## src/rtl/event_counter_pkg.sv

```systemverilog
// Constants for the split-mode dual 8-bit event counter
package event_counter_pkg;
  localparam int unsigned CNT_W      = 8;
  localparam logic [7:0]  CNT_RESET  = 8'h00;
  localparam logic [7:0]  CNT_MAX    = 8'hFF;
  localparam int unsigned DIV_W      = 3;
  // Clock-select field encodings
  localparam logic [1:0]  CKSEL_DIV2 = 2'h0;
  localparam logic [1:0]  CKSEL_DIV4 = 2'h1;
  localparam logic [1:0]  CKSEL_DIV8 = 2'h2;
  localparam logic [1:0]  CKSEL_PIN  = 2'h3;
  // Edge-select field encodings
  localparam logic [1:0]  EDGE_FALL  = 2'h0;
  localparam logic [1:0]  EDGE_RISE  = 2'h1;
  localparam logic [1:0]  EDGE_BOTH  = 2'h2;
  localparam logic [1:0]  EDGE_NONE  = 2'h3;
  // Divider tap positions
  localparam int unsigned TAP_DIV2   = 0;
  localparam int unsigned TAP_DIV4   = 1;
  localparam int unsigned TAP_DIV8   = 2;
endpackage

```

## src/rtl/dual_8bit_event_counter.sv

```systemverilog
// Split-mode dual 8-bit event counter with overflow flags and request
// Behaviour
// RULE_01 - Split select high runs high and low as two independent 8-bit counters.
// RULE_02 - High source: clock div 2, 4, 8, or high pin, by two-bit select.
// RULE_03 - Low source: clock div 2, 4, 8, or low pin, by own two-bit select.
// RULE_04 - Pin edge sensing chosen by per-pin two-bit edge-select field.
// RULE_05 - Counters advance only while the event gate is high.
// RULE_06 - High counter wraps FF to 00, sets high overflow flag, keeps counting.
// RULE_07 - Low counter wraps FF to 00, sets low overflow flag, keeps counting.
// RULE_08 - Any overflow sets the event interrupt request flag.
// RULE_09 - Request flag with enable set raises an interrupt to the processor.
// RULE_10 - Pin edges are synchronised and edge-detected, counted exactly once.
// RULE_11 - Reset clears counters and flags; flags hold until software clears them.
`timescale 1ns/10ps
module dual_8bit_event_counter (
  // Clock and reset
  input  wire logic       sys_clk,
  input  wire logic       sys_rst,
  // Configuration
  input  wire logic       split_mode_select,
  input  wire logic [1:0] high_clk_sel,
  input  wire logic [1:0] low_clk_sel,
  input  wire logic [1:0] high_edge_sel,
  input  wire logic [1:0] low_edge_sel,
  input  wire logic       event_irq_enable,
  // Event and gate inputs
  input  wire logic       event_pin_high,
  input  wire logic       event_pin_low,
  input  wire logic       event_gate_pin,
  input  wire logic       pwm_event_gate,
  // Flag clears from software
  input  wire logic       clr_high_overflow,
  input  wire logic       clr_low_overflow,
  input  wire logic       clr_irq_request,
  // Status
  output logic      [7:0] event_count_high,
  output logic      [7:0] event_count_low,
  output logic            high_overflow_flag,
  output logic            low_overflow_flag,
  output logic            event_irq_request_flag,
  output logic            event_irq
);

  // ****************************************
  // Prescaler
  // ****************************************
  logic [event_counter_pkg::DIV_W-1:0] div_ff;
  logic [event_counter_pkg::DIV_W-1:0] nxt_div;
  logic [event_counter_pkg::DIV_W-1:0] div_tick;

  assign nxt_div = div_ff + 3'h1;

  always_ff @(posedge sys_clk) begin
    if (sys_rst) begin
      div_ff <= 3'h0;
    end else begin
      div_ff <= nxt_div;
    end
  end

  // One-cycle enables at phi/2, phi/4, phi/8
  genvar t;
  generate
    for (t = 0; t < event_counter_pkg::DIV_W; t++) begin : g_tick
      assign div_tick[t] = (div_ff[t:0] == {(t+1){1'b1}});
    end
  endgenerate

  // ****************************************
  // Pin synchronisers and edge detection
  // ****************************************
  logic [1:0] pin_in;
  logic [1:0] sync1_ff;
  logic [1:0] sync2_ff;
  logic [1:0] prev_ff;
  logic [1:0] pin_edge;
  logic [1:0] edge_sel [2];

  assign pin_in      = {event_pin_high, event_pin_low};
  assign edge_sel[1] = high_edge_sel;
  assign edge_sel[0] = low_edge_sel;

  always_ff @(posedge sys_clk) begin
    if (sys_rst) begin
      sync1_ff <= 2'h0;
      sync2_ff <= 2'h0;
      prev_ff  <= 2'h0;
    end else begin
      sync1_ff <= pin_in;   // RULE_10
      sync2_ff <= sync1_ff;
      prev_ff  <= sync2_ff;
    end
  end

  genvar p;
  generate
    for (p = 0; p < 2; p++) begin : g_edge
      always_comb begin
        unique case (edge_sel[p])   // RULE_04
          event_counter_pkg::EDGE_FALL: pin_edge[p] = prev_ff[p] & ~sync2_ff[p];   // RULE_10
          event_counter_pkg::EDGE_RISE: pin_edge[p] = ~prev_ff[p] & sync2_ff[p];
          event_counter_pkg::EDGE_BOTH: pin_edge[p] = prev_ff[p] ^ sync2_ff[p];
          default:                      pin_edge[p] = 1'b0;
        endcase
      end
    end
  endgenerate

  // ****************************************
  // Count source select and gating
  // ****************************************
  logic       gate;
  logic [1:0] clk_sel [2];
  logic [1:0] pulse;

  // Gate enables counting when either gate source is high
  assign gate       = event_gate_pin | pwm_event_gate;
  assign clk_sel[1] = high_clk_sel;
  assign clk_sel[0] = low_clk_sel;

  genvar s;
  generate
    for (s = 0; s < 2; s++) begin : g_src
      logic src;
      always_comb begin
        unique case (clk_sel[s])   // RULE_02 RULE_03
          event_counter_pkg::CKSEL_DIV2: src = div_tick[event_counter_pkg::TAP_DIV2];
          event_counter_pkg::CKSEL_DIV4: src = div_tick[event_counter_pkg::TAP_DIV4];
          event_counter_pkg::CKSEL_DIV8: src = div_tick[event_counter_pkg::TAP_DIV8];
          event_counter_pkg::CKSEL_PIN:  src = pin_edge[s];
        endcase
      end
      assign pulse[s] = src & gate & split_mode_select;   // RULE_05 RULE_01
    end
  endgenerate

  // ****************************************
  // Counters
  // ****************************************
  logic [1:0] ovf;

  assign ovf[1] = pulse[1] & (event_count_high == event_counter_pkg::CNT_MAX);
  assign ovf[0] = pulse[0] & (event_count_low == event_counter_pkg::CNT_MAX);

  always_ff @(posedge sys_clk) begin
    if (sys_rst) begin
      event_count_high <= event_counter_pkg::CNT_RESET;   // RULE_11
    end else if (pulse[1]) begin
      event_count_high <= event_count_high + 8'h01;       // RULE_06
    end
  end

  always_ff @(posedge sys_clk) begin
    if (sys_rst) begin
      event_count_low <= event_counter_pkg::CNT_RESET;    // RULE_11
    end else if (pulse[0]) begin
      event_count_low <= event_count_low + 8'h01;         // RULE_07
    end
  end

  // ****************************************
  // Flags and interrupt request
  // ****************************************
  always_ff @(posedge sys_clk) begin
    if (sys_rst) begin
      high_overflow_flag <= 1'b0;   // RULE_11
      low_overflow_flag  <= 1'b0;
    end else begin
      high_overflow_flag <= ovf[1] | (high_overflow_flag & ~clr_high_overflow);   // RULE_06
      low_overflow_flag  <= ovf[0] | (low_overflow_flag & ~clr_low_overflow);     // RULE_07
    end
  end

  always_ff @(posedge sys_clk) begin
    if (sys_rst) begin
      event_irq_request_flag <= 1'b0;
    end else begin
      event_irq_request_flag <= (|ovf) | (event_irq_request_flag & ~clr_irq_request);   // RULE_08
    end
  end

  assign event_irq = event_irq_request_flag & event_irq_enable;   // RULE_09
endmodule

```

## config.mk

```make
export PLATFORM = sky130hd
export DESIGN_NAME = dual_8bit_event_counter
export DESIGN_NICKNAME = d
export VERILOG_FILES = /design/src/rtl/event_counter_pkg.sv /design/src/rtl/dual_8bit_event_counter.sv
export SDC_FILE = /design/constraint.sdc
export NUM_CORES = 1
export LEC_CHECK = 0
export BUFFER_PORTS_ARGS = -buffer_cell sky130_fd_sc_hd__buf_2
export CORE_MARGIN = 1
export CORE_UTILIZATION = 53
export DETAILED_ROUTE_END_ITERATION = 10
export PLACE_DENSITY = 0.81
export SLEW_MARGIN = 15
export SYNTH_ARGS = -nofsm -noshare
export SYNTH_HDL_FRONTEND = slang
export SYNTH_SLANG_ARGS = --single-unit
```

## constraint.sdc

```tcl
create_clock -name sys_clk -period 5.82 [get_ports sys_clk]
set_input_delay 0.582 -clock sys_clk [delete_from_list [all_inputs] [get_ports sys_clk]]
set_output_delay 0.582 -clock sys_clk [all_outputs]
set_load 0.03 [all_outputs]
```

-- Word-level counts from Yosys, hierarchy flattened
Cells that the tools add are included.
- bits in registers: 28
- bits of input ports: 19
- logic and storage cells: 62
- $add $sub $neg: 3
- equal/unequal tests: 14
- muxes and demuxes: 4
- bitwise logic cells: 27
- reduce and logical (&&, ||, !) cells: 5
- operators by type and width (operator ; number):
    8-bit by 1-bit adder with 8-bit output, second input constant ; 2
    8-bit equality test, second input constant ; 2
    1-bit AND ; 14
    2-bit equality test, second input constant ; 7
    2-bit by 1-bit equality test with 1-bit output, second input constant ; 4
    2-bit zero test ; 4
    1-bit one-hot mux with 4 select lines ; 2
    1-bit NOT ; 7
    1-bit one-hot mux with 3 select lines ; 2
    1-bit bitwise OR ; 4
    3-bit by 1-bit adder with 3-bit output, second input constant ; 1
    3-bit equality test, second input constant ; 1
    2-bit OR reduction ; 1
    1-bit XOR ; 2

-- Longest topological paths before layout
- word-level depth: 9
- mapped depth: 8
- depth with buffers taken out: 7

-- Worst setup path before layout
OpenSTA, ideal clock, no wires.
- path type: register to register
- start: register div_ff[0] (netlist name)
- end: register event_count_high[7]
- data arrival time: 1.806 ns
- path slack: 3.943 ns
- stages on the path, launching flop included: 9
- buffers on the path: 1
- clock period less this slack: 1.877 ns
- path through: dfxtp_1 > ha_1 > ha_1 > mux2i_1 > a211oi_2 > o21ai_2 > buf_6 > or4_1 > a21oi_1
- word-level cells in the longest chain between the ends: 4
- elaborated cells on any way between the ends: 5
- classes of those cells: eq/ne: 2; mux: 1; bitwise: 2
- RTL lines (what ; line ; RTL):
    start: declaration ; dual_8bit_event_counter.sv:47 ; logic [event_counter_pkg::DIV_W-1:0] div_ff;
    start signal: assignment ; dual_8bit_event_counter.sv:57 ; div_ff <= nxt_div;
    3-bit equality test or 2-bit equality test (tied branches) ; dual_8bit_event_counter.sv:65 ; assign div_tick[t] = (div_ff[t:0] == {(t+1){1'b1}});
    1-bit one-hot mux with 4 select lines * ; dual_8bit_event_counter.sv:126 ; unique case (clk_sel[s])
    1-bit AND * (2 in series) ; dual_8bit_event_counter.sv:133 ; assign pulse[s] = src & gate & split_mode_select;
    end signal: assignment ; dual_8bit_event_counter.sv:147 ; event_count_high <= event_counter_pkg::CNT_RESET;
    end signal: assignment ; dual_8bit_event_counter.sv:149 ; event_count_high <= event_count_high + 8'h01;
    end: declaration ; dual_8bit_event_counter.sv:36 ; output logic [7:0] event_count_high,
Mark *: on every way between the ends. The rest lies on a longest branch, timed or not.
A chain may end at the register's enable or synchronous reset.

-- Worst setup path after layout
- start: register div_ff[0] (netlist name)
- end: register event_count_high[5]
The elaborated chain is that of the path after synthesis.

==> run_results.csv <==
group,metric,value,unit
clocking,clk_pin_slew,0.14,ns
sta,fmax,468,MHz
yosys,syn_avg_cell_area,9.02,µm²
sta,slew_headroom,0.654,
yosys,synthesis.area,1340,µm²
sta,drv_slew,0,
setup_path,start_kind,"flop",
finish,regArea,561,µm²
die,initial_core_util,0.581,
clocking,clock-root-buffer,"clkbuf_4",
sta,timing.final.crit_period,2.14,ns
routing,dr.pass1.iters,4,
routing,drc_errors,0,
setup_path,path_delay_family,"compound AO/OA/AOI/OAI gates",
finish,multi_input_area,711,µm²
setup_path,r2r_end,"event_count_high[5]",
finish,antenna_cells,0,
setup_path,cp_common_cell,"ha_1",
die,ios,39,
sta,worstMarginPinSlew,0.506,ns
worst_hold_path,whs_endpoint,"sync2_ff[1]",
clocking,clk-insertion-delay-late,0.31,ns
yosys,synth_cell_types,36,
setup_path,path_cells,"ha_1 > ha_1 > mux2i_1 > a211oi_2 > o21ai_2 > or4_1 > a21oi_1",
yosys,yosys_warnings,0,
setup_path,crit_start,"div_ff[0]",
setup_path,critPathKind,"flop to flop",
die,dieHeight,52.2,µm
die,die_area,2720,µm²
global_routing,antenna_found_initial,0,
yosys,synth_edf_count,0,
setup_path,slowest_stage,"or4_1",
clocking,postCtsSetupBuffers,0,
power_and_ir_drop,p_leak,0.677,nW
finish,nNetsFinal,214,
routing,wl_per_cell,12.4,µm
global_routing,grt_pass1_wl,4.33,mm
yosys,syn_nets,175,
setup_path,r2r_start,"div_ff[0]",
placed_design,port_buffers,38,
power_and_ir_drop,irDropWorstVdd,158,µV
die,rows,17,
finish,layout_common_cells,"buf_2, dfxtp_1, a21oi_1",
clocking,cts_hold_buf,0,
sta,setup-violations-final,0,
clocking,clock-sinks,28,
routing,via_per_inst,5.57,
finish,layout_commonest_cell,"buf_2",
setup_path,slowest_delay,0.49,ns
die,design.core.area,2300,µm²
routing,drt-total-wl,2.66,mm
sta,setup_tns,0,ns
finish,design_area,1570,µm²
setup_path,crit_buf_inv,0,
finish,drive_gt1_frac,0.274,
routing,final_antenna_net_count,0,
clocking,tritoncts,"done",
clocking,clockBufferDepth,2,
finish,fill_cells,191,
placed_design,gp_congestion,0.770,
worst_hold_path,hold_start,"sync1_ff[1]",
global_routing,grt_max_degree,31,
clocking,cts_buffers,3,
clocking,htree_num_levels,1,
worst_hold_path,hold_class,"flop to flop",
routing,drt-initial-drc-count,16,
setup_path,critPathCaptureType,"flop",
sta,finalHoldViolCount,0,
run_status,status,"finished, final reports clean",
die,die_w,52.2,µm
global_routing,grt_pass1_vias,1040,
yosys,seq_area_frac_synth,0.420,
setup_path,crit_required,6.07,ns
setup_path,r2r_cells,7,
yosys,synth_ff_type,"dfxtp_1",
yosys,async_reset_ff_frac,0,
setup_path,crit_fanout,11,
sta,finClkSkew,0.00317,ns
routing,vias,1192,
yosys,ys_ff_latch,28,
power_and_ir_drop,powerDensity,206,nW/µm²
finish,area_delta_synth_final,17.9,%
sta,timing.final.crit_share,0.367,
sta,holdWs,0.459,ns
sta,rsz0062_at_grt,"no",
setup_path,crit_arrival,2.39,ns
global_routing,track_usage,0.213,
worst_hold_path,hold_depth,1,
clocking,cts_resized,0,
placed_design,place_area,1540,µm²
flow_run,max-cap-violations,0,
power_and_ir_drop,power,0.324,mW
global_routing,grt.overflow.total,0,
setup_path,reg2reg_slack,3.68,ns
yosys,synth_cells,148,
placed_design,hpwl,2.04,mm
[logic make-up (layout without fill, tap and decap cells)]
family                   after synthesis  count (layout)  share of synthesized area
AO/OA/AOI/OAI                         34              34                      0.162
XOR/XNOR                               4               4                     0.0262
adder cells (fa/ha/maj)                8               8                     0.0750
buffers and inverters                 15              53                     0.0478
flip-flops                            28              28                      0.420
multiplexers                           6               6                     0.0478
AND/OR/NAND/NOR                       53              53                      0.221
[synth_stat cells (all sizes together), types with 3 or more instances]
library cell  count  share of area
nor2             12          0.034
inv              11          0.031
ha                8          0.075
or3               5          0.024
nor2b             8          0.037
dfxtp            28           0.42
o21ai             7          0.029
nand3             5          0.019
mux2i             3          0.022
xnor2             3          0.020
a21oi            13          0.049
nand2b            7          0.033
nand2             3         0.0084
nand4             5          0.023
mux2              3          0.025
[where the power goes]
part	internal [mW]	switching, mW
clock	0.0382	0.0525
combinational	0.0146	0.0192
sequential	0.196	0.00306
[sequential cells by signal, summed over array words and instances, names as in the netlist]
name                    cells
sync2_ff                    2
low_overflow_flag           1
event_count_high            8
prev_ff                     2
high_overflow_flag          1
div_ff                      3
sync1_ff                    2
event_count_low             8
event_irq_request_flag      1
[per-stage QoR]
step / utilization / std cells / worst slack, ns
global placement: 0.669 / 210 / 3.81
CTS: 0.685 / 214 / 3.70
floorplan: - / 148 / 3.94
finish: 0.685 / 214 / 3.68
global route: 0.685 / 214 / 3.55
detailed placement: 0.669 / 210 / 3.76
[metal layers]
layer,vias up,global-route usage,wire (µm)
li1,596,-,-
met1,572,0.250,1120
met2,22,0.402,1440
met3,2,0.0261,81
met4,0,0.0526,12
met5,-,0,0
[layout make-up]
| type | count | area share |
|---|---|---|
| clock buffers | 4 | 0.0231 |
| inverters | 11 | 0.0262 |
| multi-input cells | 105 | 0.452 |
| flip-flops and latches | 28 | 0.356 |
| well taps | 28 | 0.0223 |
| repair buffers | 38 | 0.121 |
[worst max-delay path by stage]
stage                               end  depth (start not counted)
floorplan           event_count_high[7]                          8
detailed placement   event_count_low[3]                          6
global route        event_count_high[7]                          7
finish              event_count_high[5]                          7
global placement     event_count_low[3]                          6
CTS                 event_count_high[5]                          7
(Power assumes the default switching activity.)
